--- config.mk ---
export PLATFORM = sky130hd
export DESIGN_NAME = dpc_perf_counter
export DESIGN_NICKNAME = d
export VERILOG_FILES = /design/src/dpc_pkg.sv /design/src/dpc_perf_counter.sv
export SDC_FILE = /design/constraint.sdc
export NUM_CORES = 1
export LEC_CHECK = 0
export BUFFER_PORTS_ARGS = -buffer_cell sky130_fd_sc_hd__clkbuf_2
export CAP_MARGIN = 10
export CORE_MARGIN = 2
export CORE_UTILIZATION = 35
export CTS_CLUSTER_DIAMETER = 50
export CTS_CLUSTER_SIZE = 20
export DETAILED_ROUTE_END_ITERATION = 8
export PLACE_DENSITY = 0.58
export SLEW_MARGIN = 40
export SYNTH_ARGS = -nofsm -noshare
export SYNTH_HDL_FRONTEND = slang
export SYNTH_SLANG_ARGS = --single-unit
--- constraint.sdc ---
create_clock -name clk_in -period 9.1 [get_ports clk_in]
set_input_delay 0.455 -clock clk_in [delete_from_list [all_inputs] [get_ports clk_in]]
set_output_delay 0.455 -clock clk_in [all_outputs]
set_load 0.01 [all_outputs]
--- src/dpc_pkg.sv ---
// constants, register map and field layout of the dual event counter block
//
// Function
// [RULE_01] two independent 40-bit counters count events or durations
// [RULE_02] duration mode adds one per clock while the condition holds
// [RULE_03] setup bits 7:0 pick the event source for the counter
// [RULE_04] setup bits 15:8 qualify the chosen event into a condition
// [RULE_05] bit 16 counts at privilege levels 1, 2 and 3
// [RULE_06] bit 17 counts at privilege level 0; both bits count always
// [RULE_07] bit 18 counts rising transitions only; back-to-back merges
// [RULE_08] bit 19 pulses pin per increment, else per overflow; code pulses once per cycle that adds, and pending pulses merge
// [RULE_09] each pin pulse is high for exactly one bus clock
// [RULE_10] bit 20 raises interrupt request on counter overflow
// [RULE_11] bit 22 of first setup only enables or halts both counters
// [RULE_12] bit 23 inverts the threshold comparison result
// [RULE_13] nonzero threshold adds one when cycle count reaches threshold
// [RULE_14] zero threshold adds the full per-cycle event count
// [RULE_15] counter write loads low 32 bits, sign-extends bit 31 upward
// [RULE_16] register read and write only at privilege level 0
// [RULE_17] counter read allowed anywhere if permit set, else level 0
// [RULE_18] counter read samples at once, no wait for other work
// [RULE_19] counting starts after the write that sets global enable
// [RULE_20] enable clear or zero setups stop; zero second setup stops it
// [RULE_21] overflow is carry out of top bit; counting goes on from zero
package dpc_pkg;

  // ---------------------------------------------------------------
  // sizes
  // ---------------------------------------------------------------
  localparam int CNT_W      = 40;
  localparam int DATA_W     = 32;
  localparam int SIGN_BIT   = 31;
  localparam int SUBCOND_W  = 8;
  localparam int POP_W      = 4;
  localparam int NUM_EVENTS = 4;
  localparam int BUS_DIV    = 2;

  // ---------------------------------------------------------------
  // register map and reset values
  // ---------------------------------------------------------------
  typedef enum logic [1:0] {
    DPC_REG_SETUP0 = 2'h0,
    DPC_REG_SETUP1 = 2'h1,
    DPC_REG_COUNT0 = 2'h2,
    DPC_REG_COUNT1 = 2'h3
  } dpc_reg_t;

  localparam logic [31:0] SETUP_RESET  = 32'h0000_0000;
  localparam logic [39:0] COUNT_RESET  = 40'h00_0000_0000;
  localparam logic [31:0] SETUP0_WMASK = 32'hFFDF_FFFF;
  localparam logic [31:0] SETUP1_WMASK = 32'hFF9F_FFFF;
  localparam int          DUR_CODE_BIT = 7;

  // setup word, msb first so that a cast puts each field at its bit
  typedef struct packed {
    logic [7:0] threshold_field;
    logic       invert_flag;
    logic       global_enable;
    logic       reserved;
    logic       overflow_int_flag;
    logic       pin_mode_flag;
    logic       edge_flag;
    logic       kernel_level_flag;
    logic       user_level_flag;
    logic [7:0] qualifier_mask;
    logic [7:0] event_code;
  } dpc_setup_t;

  // register request from the core
  typedef struct packed {
    logic        req;
    logic        write;
    dpc_reg_t    sel;
    logic [31:0] wdata;
  } dpc_reg_req_t;

endpackage : dpc_pkg

--- src/dpc_perf_counter.sv ---
// dual event performance counter with setup registers and monitor pins
`timescale 1ns/1ps
`default_nettype none

module dpc_perf_counter #(
  parameter int NUM_EVENTS = dpc_pkg::NUM_EVENTS,
  parameter int BUS_DIV    = dpc_pkg::BUS_DIV
) (
  // clock and reset
  input  wire logic                   clk_in,
  input  wire logic                   reset_in,
  // current privilege level and user read permit from control register four
  input  wire logic [1:0]             cpl_in,
  input  wire logic                   user_read_permit_in,
  // event sources, one group of sub-condition bits per event code
  input  wire logic [NUM_EVENTS-1:0][dpc_pkg::SUBCOND_W-1:0] event_bits_in,
  // model register read and write
  input  wire dpc_pkg::dpc_reg_req_t  reg_req_in,
  output logic                        reg_ack_out,
  output logic                        reg_fault_out,
  output logic [dpc_pkg::CNT_W-1:0]   reg_rdata_out,
  // counter read instruction
  input  wire logic                   pmc_req_in,
  input  wire logic                   pmc_sel_in,
  output logic                        pmc_ack_out,
  output logic                        pmc_fault_out,
  output logic [dpc_pkg::CNT_W-1:0]   pmc_rdata_out,
  // overflow interrupt request and monitor pins
  output logic                        perf_irq_out,
  output logic [1:0]                  monitor_pin_out
);
  import dpc_pkg::*;

  localparam int IDX_W = (NUM_EVENTS > 1) ? $clog2(NUM_EVENTS) : 1;
  localparam int DIV_W = (BUS_DIV > 1) ? $clog2(BUS_DIV) : 1;
  localparam logic [DIV_W-1:0] DIV_LAST = DIV_W'(BUS_DIV - 1);

  // ---------------------------------------------------------------
  // register access decode
  // ---------------------------------------------------------------
  logic        kernel_mode;
  logic        reg_ok;
  logic        reg_refused;
  logic        wr_ok;
  logic        wr_setup0;
  logic        wr_setup1;
  logic [39:0] wr_count_val;

  assign kernel_mode = (cpl_in == 2'h0);
  assign reg_ok      = reg_req_in.req & kernel_mode; // [RULE_16]
  assign reg_refused = reg_req_in.req & ~kernel_mode; // [RULE_16]
  assign wr_ok       = reg_ok & reg_req_in.write;
  assign wr_setup0   = wr_ok & (reg_req_in.sel == DPC_REG_SETUP0);
  assign wr_setup1   = wr_ok & (reg_req_in.sel == DPC_REG_SETUP1);
  // signed presets: top byte copies bit 31
  assign wr_count_val = {{(CNT_W-DATA_W){reg_req_in.wdata[SIGN_BIT]}},
                         reg_req_in.wdata}; // [RULE_15]

  // ---------------------------------------------------------------
  // setup registers
  // ---------------------------------------------------------------
  // the reserved bit, and the enable bit of the second word, read back as
  // zero so software cannot believe the second word gates anything alone
  logic [31:0] setup0_q;
  logic [31:0] setup1_q;
  dpc_setup_t  setup [2];

  always_ff @(posedge clk_in or posedge reset_in) begin
    if (reset_in) begin
      setup0_q <= SETUP_RESET;
      setup1_q <= SETUP_RESET;
    end else begin
      if (wr_setup0) begin
        setup0_q <= reg_req_in.wdata & SETUP0_WMASK;
      end
      if (wr_setup1) begin
        setup1_q <= reg_req_in.wdata & SETUP1_WMASK; // [RULE_11]
      end
    end
  end

  assign setup[0] = dpc_setup_t'(setup0_q);
  assign setup[1] = dpc_setup_t'(setup1_q);

  // ---------------------------------------------------------------
  // run enables
  // ---------------------------------------------------------------
  // enable takes effect the cycle after the write that sets it
  logic run [2];

  assign run[0] = setup[0].global_enable; // [RULE_11] [RULE_19] [RULE_20]
  assign run[1] = setup[0].global_enable & (setup1_q != SETUP_RESET); // [RULE_20]

  // ---------------------------------------------------------------
  // bus clock enable for the monitor pins
  // ---------------------------------------------------------------
  // the bus clock is a divided enable, so the pins stay in this domain
  logic [DIV_W-1:0] div_q;
  logic             bus_tick;

  assign bus_tick = (div_q == DIV_LAST);

  always_ff @(posedge clk_in or posedge reset_in) begin
    if (reset_in) begin
      div_q <= '0;
    end else if (bus_tick) begin
      div_q <= '0;
    end else begin
      div_q <= div_q + DIV_W'(1);
    end
  end

  // ---------------------------------------------------------------
  // counter channels
  // ---------------------------------------------------------------
  logic [CNT_W-1:0] count_w [2];
  logic [1:0]       ovf_irq_w;

  genvar g;
  generate
    for (g = 0; g < 2; g++) begin : g_chan
      localparam logic [1:0] CNT_IDX = 2'(int'(DPC_REG_COUNT0) + g);

      logic [SUBCOND_W-1:0] masked;
      logic [POP_W-1:0]     pop;
      logic [POP_W-1:0]     raw;
      logic                 is_dur;
      logic                 priv_ok;
      logic                 cmp;
      logic [POP_W-1:0]     qual_inc;
      logic                 active;
      logic [POP_W-1:0]     inc;
      logic [POP_W-1:0]     gated;
      logic [CNT_W:0]       sum;
      logic                 load;
      logic                 overflow;
      logic                 pin_event;
      logic [CNT_W-1:0]     cnt_q;
      logic                 prev_q;
      logic                 pend_q;
      logic                 pin_q;

      // event code picks the source, qualifier narrows it
      assign masked = event_bits_in[setup[g].event_code[IDX_W-1:0]] // [RULE_03]
                    & setup[g].qualifier_mask; // [RULE_04]

      always_comb begin
        pop = '0;
        for (int b = 0; b < SUBCOND_W; b++) begin
          pop = pop + POP_W'(masked[b]);
        end
      end

      // duration codes add one per clock while any qualified bit holds
      assign is_dur = setup[g].event_code[DUR_CODE_BIT];
      assign raw    = is_dur ? POP_W'(|masked) : pop; // [RULE_02]

      assign priv_ok = (kernel_mode & setup[g].kernel_level_flag)  // [RULE_06]
                     | (~kernel_mode & setup[g].user_level_flag); // [RULE_05]

      assign cmp = ({4'h0, raw} >= setup[g].threshold_field) // [RULE_13]
                 ^ setup[g].invert_flag; // [RULE_12]

      assign qual_inc = (setup[g].threshold_field != 8'h00)
                      ? POP_W'(cmp) // [RULE_13]
                      : raw; // [RULE_14]

      // edge mode sees the privilege and enable gating as well
      assign active = (qual_inc != '0) & priv_ok & run[g];
      assign inc    = setup[g].edge_flag ? POP_W'(active & ~prev_q) // [RULE_07]
                                         : qual_inc;
      assign gated  = (priv_ok & run[g]) ? inc : '0;

      assign sum      = {1'b0, cnt_q} + {{(CNT_W+1-POP_W){1'b0}}, gated};
      assign load     = wr_ok & (reg_req_in.sel == dpc_reg_t'(CNT_IDX));
      assign overflow = sum[CNT_W] & ~load; // [RULE_21]
      assign pin_event = setup[g].pin_mode_flag ? (gated != '0) : overflow; // [RULE_08]

      always_ff @(posedge clk_in or posedge reset_in) begin
        if (reset_in) begin
          cnt_q  <= COUNT_RESET;
          prev_q <= 1'b0;
        end else begin
          prev_q <= active;
          if (load) begin
            cnt_q <= wr_count_val; // [RULE_15]
          end else begin
            cnt_q <= sum[CNT_W-1:0]; // [RULE_01] [RULE_21]
          end
        end
      end

      // pending pulse waits for a bus clock; a new event beats the clear
      always_ff @(posedge clk_in or posedge reset_in) begin
        if (reset_in) begin
          pend_q <= 1'b0;
          pin_q  <= 1'b0;
        end else begin
          if (bus_tick) begin
            if (pin_q) begin
              pin_q <= 1'b0; // [RULE_09]
            end else if (pend_q) begin
              pin_q <= 1'b1; // [RULE_09]
            end
          end
          if (pin_event) begin
            pend_q <= 1'b1;
          end else if (bus_tick & ~pin_q & pend_q) begin
            pend_q <= 1'b0;
          end
        end
      end

      assign count_w[g]         = cnt_q;
      assign ovf_irq_w[g]       = overflow & setup[g].overflow_int_flag; // [RULE_10]
      assign monitor_pin_out[g] = pin_q;
    end
  endgenerate

  // ---------------------------------------------------------------
  // read data selection
  // ---------------------------------------------------------------
  logic [CNT_W-1:0] reg_rd_sel;
  logic             pmc_ok;
  logic [CNT_W-1:0] pmc_rd_sel;

  assign reg_rd_sel =
      (reg_req_in.sel == DPC_REG_SETUP0) ? {8'h00, setup0_q} :
      (reg_req_in.sel == DPC_REG_SETUP1) ? {8'h00, setup1_q} :
      (reg_req_in.sel == DPC_REG_COUNT0) ? count_w[0] : count_w[1];

  // user reads pass only with the permit set
  assign pmc_ok     = pmc_req_in & (kernel_mode | user_read_permit_in); // [RULE_17]
  assign pmc_rd_sel = pmc_sel_in ? count_w[1] : count_w[0];

  // ---------------------------------------------------------------
  // answer registers
  // ---------------------------------------------------------------
  logic             reg_ack_q;
  logic             reg_fault_q;
  logic [CNT_W-1:0] reg_rdata_q;
  logic [CNT_W-1:0] reg_rdata_d;
  logic             reg_rd_grant;
  logic             pmc_ack_q;
  logic             pmc_fault_q;
  logic             pmc_fault_d;
  logic [CNT_W-1:0] pmc_rdata_q;
  logic [CNT_W-1:0] pmc_rdata_d;
  logic             irq_q;
  logic             irq_d;

  // refused reads and all writes answer zero, so no stale word leaks to
  // a level that may not see it; idle cycles keep the last answer
  assign reg_rd_grant = reg_ok & ~reg_req_in.write;
  assign reg_rdata_d  = reg_rd_grant   ? reg_rd_sel  :
                        reg_req_in.req ? COUNT_RESET : reg_rdata_q;

  // sampled the cycle it is asked, with no ordering against other traffic:
  // a read racing an event may see the count one step short
  assign pmc_fault_d  = pmc_req_in & ~pmc_ok; // [RULE_17]
  assign pmc_rdata_d  = pmc_ok     ? pmc_rd_sel  : // [RULE_18]
                        pmc_req_in ? COUNT_RESET : pmc_rdata_q;

  // both channels overflowing in one cycle give a single request pulse
  assign irq_d = |ovf_irq_w; // [RULE_10]

  always_ff @(posedge clk_in or posedge reset_in) begin
    if (reset_in) begin
      reg_ack_q   <= 1'b0;
      reg_fault_q <= 1'b0;
      reg_rdata_q <= COUNT_RESET;
    end else begin
      reg_ack_q   <= reg_req_in.req;
      reg_fault_q <= reg_refused; // [RULE_16]
      reg_rdata_q <= reg_rdata_d;
    end
  end

  always_ff @(posedge clk_in or posedge reset_in) begin
    if (reset_in) begin
      pmc_ack_q   <= 1'b0;
      pmc_fault_q <= 1'b0;
      pmc_rdata_q <= COUNT_RESET;
    end else begin
      pmc_ack_q   <= pmc_req_in; // [RULE_18]
      pmc_fault_q <= pmc_fault_d; // [RULE_17]
      pmc_rdata_q <= pmc_rdata_d;
    end
  end

  always_ff @(posedge clk_in or posedge reset_in) begin
    if (reset_in) begin
      irq_q <= 1'b0;
    end else begin
      irq_q <= irq_d; // [RULE_10]
    end
  end

  // ---------------------------------------------------------------
  // outputs
  // ---------------------------------------------------------------
  assign reg_ack_out   = reg_ack_q;
  assign reg_fault_out = reg_fault_q;
  assign reg_rdata_out = reg_rdata_q;
  assign pmc_ack_out   = pmc_ack_q;
  assign pmc_fault_out = pmc_fault_q;
  assign pmc_rdata_out = pmc_rdata_q;
  assign perf_irq_out  = irq_q;

endmodule // dpc_perf_counter

`default_nettype wire

==> impl_metrics.json <==
{
  "status": "completed",
  "yosysWarnings": 0,
  "tightest_slew_ps": 829,
  "finalSetupViolCount": 0,
  "dieHeight_um": 195,
  "regArea_um2": 5830,
  "slew_headroom_pct": 44.7,
  "finalHoldViolCount": 0,
  "rows": 70,
  "syn_inst": 1175,
  "vias": 9853,
  "firstDrtPassIters": 4,
  "r2r_setup_slack_ps": 1150,
  "startpoint": "setup1_q[0]$_DFFE_PP0P_",
  "cp.required_ps": 9580,
  "setup_tns_ps": 0,
  "slew_violations": 0,
  "synth_seq_area_share_pct": 45.5,
  "r2r-start": "setup1_q[0]$_DFFE_PP0P_",
  "antenna_found_initial": 0,
  "r2r-end": "g_chan[1].cnt_q[35]$_DFF_PP0_",
  "crit_fanout": 12,
  "async_flop_share_pct": 100,
  "internal_power_mw": 2.34,
  "cts_tree": "done",
  "clk_pin_slew_ps": 60,
  "postRouteAntennaNets": 0,
  "hpwl_um": 28700,
  "fillCellCount": 3476,
  "cts_root_buffer": "clkbuf_16",
  "cts_resized": 0,
  "multi_input_area_um2": 6410,
  "synth_cell_types": 67,
  "startpoint_type": "register",
  "initial_core_util_pct": 35.2,
  "viasPerCell": 5.45,
  "synth_fp_nets": 1284,
  "syn_area_um2": 12800,
  "io_buffers": 161,
  "cellPowerDensity_nw_per_um2": 230,
  "grt_pass1_vias": 10200,
  "fmax_ghz": 0.126,
  "avgSynthCellArea_um2": 10.9,
  "gp_congestion": 0.883,
  "clock_latency_ps": 570,
  "clkSinkCount": 233,
  "critPathCaptureType": "register",
  "rsz0062_at_grt": "no",
  "routed_wl_um": 40000,
  "finalCritPeriodShare_pct": 87.4,
  "switching_power_mw": 1.14,
  "p_leak_nw": 6.76,
  "grt_usage_pct": 21.1,
  "die_w_um": 195,
  "crit_type": "reg -> reg",
  "irDropWorstVdd_mv": 0.130,
  "swShare_pct": 32.8,
  "fin_skew_ps": 17.0,
  "n_antenna_cell": 0,
  "power_frac_seq_pct": 42.1,
  "nets": 1425,
  "clockBufferDepth": 3,
  "htreeDepth": 1,
  "combinationalPowerShare_pct": 23.1,
  "max_cap_viol_count": 0,
  "wl_per_cell_um": 22.1,
  "numCtsBuffers": 29,
  "synthFlopType": "dfrtp_1",
  "critPathArrivalTime_ps": 8430,
  "period_minus_slack_ps": 7950,
  "core_um2": 36300,
  "clkPwrFrac_pct": 34.8,
  "holdCritPathClass": "in -> reg",
  "first_iter_violations": 600,
  "grt_max_degree": 82,
  "syn_to_final_growth_pct": 17.9,
  "synth_seq_cells": 233,
  "synth_edf_count": 0,
  "overflow": 0,
  "final_util_pct": 41.6,
  "dieArea_um2": 38200,
  "grt_pass1_wl_um": 62100,
  "cp-endpoint": "g_chan[1].cnt_q[35]$_DFF_PP0_",
  "drive_above_1_share_pct": 26.6,
  "holdWs_ps": 91.1,
  "io_pins": 162,
  "drc": 0,
  "r2r_cells": 23
}
## worst min path at each step
stage	end	depth (start not counted)	slack [ps]	start
after floorplan	g_chan[0].pin_q$_DFFE_PP0P_	1	460	g_chan[0].pin_q$_DFFE_PP0P_
after detailed placement	reg_rdata_out[34]$_DFFE_PP0P_	1	470	reg_rdata_out[34]$_DFFE_PP0P_
after global routing	pmc_fault_out$_DFF_PP0_	2	90	user_read_permit_in
after global placement	reg_rdata_out[32]$_DFFE_PP0P_	1	470	reg_rdata_out[32]$_DFFE_PP0P_
after CTS	pmc_fault_out$_DFF_PP0_	2	70	user_read_permit_in
final	pmc_fault_out$_DFF_PP0_	2	90	user_read_permit_in
## worst max-delay path, stage by stage (launching register included)
cell       delay (ps)
dfrtp_1           690
mux4_2            580
and2_1            200
fa_1              480
inv_1              50
fa_1              500
fa_1              540
inv_1              40
ha_1              230
fa_1              520
nor2b_1           340
ha_1              300
a2111oi_0         670
nor3_1            140
xnor2_1           190
a211oi_1          240
or2_1             160
ha_1              180
a21o_1            120
a21oi_1           100
o21bai_1          630
nand4_2           350
or3_1             400
a31oi_1           190
## what timing repair did
action,4_1_cts,5_1_grt
hold endpoints to repair,40,0
setup buffers,0,0
hold buffers,2,0
## area by class of cell
cell class,instances,area share (%)
Multi-Input combinational cell,791,42.4
Sequential cell,233,38.6
Timing Repair Buffer,178,6.32
Clock buffer,38,5.42
Tap cell,468,3.88
Inverter,83,2.11
Clock inverter,16,1.23
## power by group through the flow
stage | combinational [mW] | clock (mW) | sequential [mW]
finish | 0.803 | 1.21 | 1.47
CTS | 0.810 | 1.24 | 1.46
floorplan | 0.583 | 0 | 1.39
global placement | 0.792 | 0 | 1.47
global route | 0.898 | 1.28 | 1.49
detailed placement | 0.803 | 0 | 1.48
## cell usage in the layout, fill, tap and decap left out, types with 24 or more instances in the layout
cell type and n:
nand3_1 27, clkbuf_2 159, o22ai_1 41, o21ai_0 61
mux4_2 42, dfrtp_1 233, nand2_1 111, clkbuf_16 29
nor2_1 37, mux2i_1 54, xnor2_1 49, ha_1 24
a22o_1 31, a21oi_1 29, inv_1 82, mux2_2 69
## metrics by stage
stage / setup slack [ps] / power, mW / cells / area [um2]
after detailed placement: 1200 / 2.28 / 1751 / 14100
after global routing: 608 / 3.67 / 1807 / 15100
final: 1150 / 3.48 / 1807 / 15100
after floorplan: 2180 / 1.97 / 1175 / 12800
after global placement: 1260 / 2.27 / 1751 / 14100
after CTS: 1110 / 3.52 / 1807 / 15100
## state kept, by name, indices dropped and copies added (netlist names)
| register | count |
|---|---|
| g_chan.pin_q | 2 |
| reg_rdata_out | 40 |
| g_chan.pend_q | 2 |
| g_chan.prev_q | 2 |
| perf_irq_out | 1 |
| pmc_fault_out | 1 |
| pmc_rdata_out | 40 |
| bus_tick | 1 |
| g_chan.cnt_q | 80 |
| setup1_q | 30 |
| reg_fault_out | 1 |
| pmc_ack_out | 1 |
| reg_ack_out | 1 |
| setup0_q | 31 |
## routing by layer
metal  part of all wire (%)  GRT usage [%]  vias up
li1                       -              -     4530
met4                    2.9           6.53        0
met3                    5.1           3.18       63
met1                     45           28.9     4976
met2                     47           34.6      284
met5                      0              0        -
## cell families (layout without fill, tap and decap cells)
| family | after synthesis | count (layout) | share of synthesized area [%] |
|---|---|---|---|
| AO/OA/AOI/OAI | 216 | 216 | 11.1 |
| XOR/XNOR | 72 | 72 | 4.92 |
| flip-flops | 233 | 233 | 45.5 |
| adder cells (fa/ha/maj) | 34 | 34 | 3.91 |
| AND/OR/NAND/NOR | 304 | 304 | 12.3 |
| multiplexers | 165 | 165 | 17.7 |
| buffers and inverters | 151 | 315 | 4.63 |
## cell usage after synthesis (29+ instances only)
cell type | instances | area (um2)
o22ai_1 | 41 | 257
dfrtp_1 | 233 | 5830
mux2_2 | 69 | 777
mux4_2 | 42 | 946
inv_1 | 83 | 312
clkbuf_1 | 52 | 195
a21oi_1 | 29 | 145
mux2i_1 | 54 | 541
xnor2_1 | 49 | 429
o21ai_0 | 61 | 305
nand2_1 | 111 | 417
nor2_1 | 38 | 143
a22o_1 | 31 | 272
(Power assumes the default switching activity.)
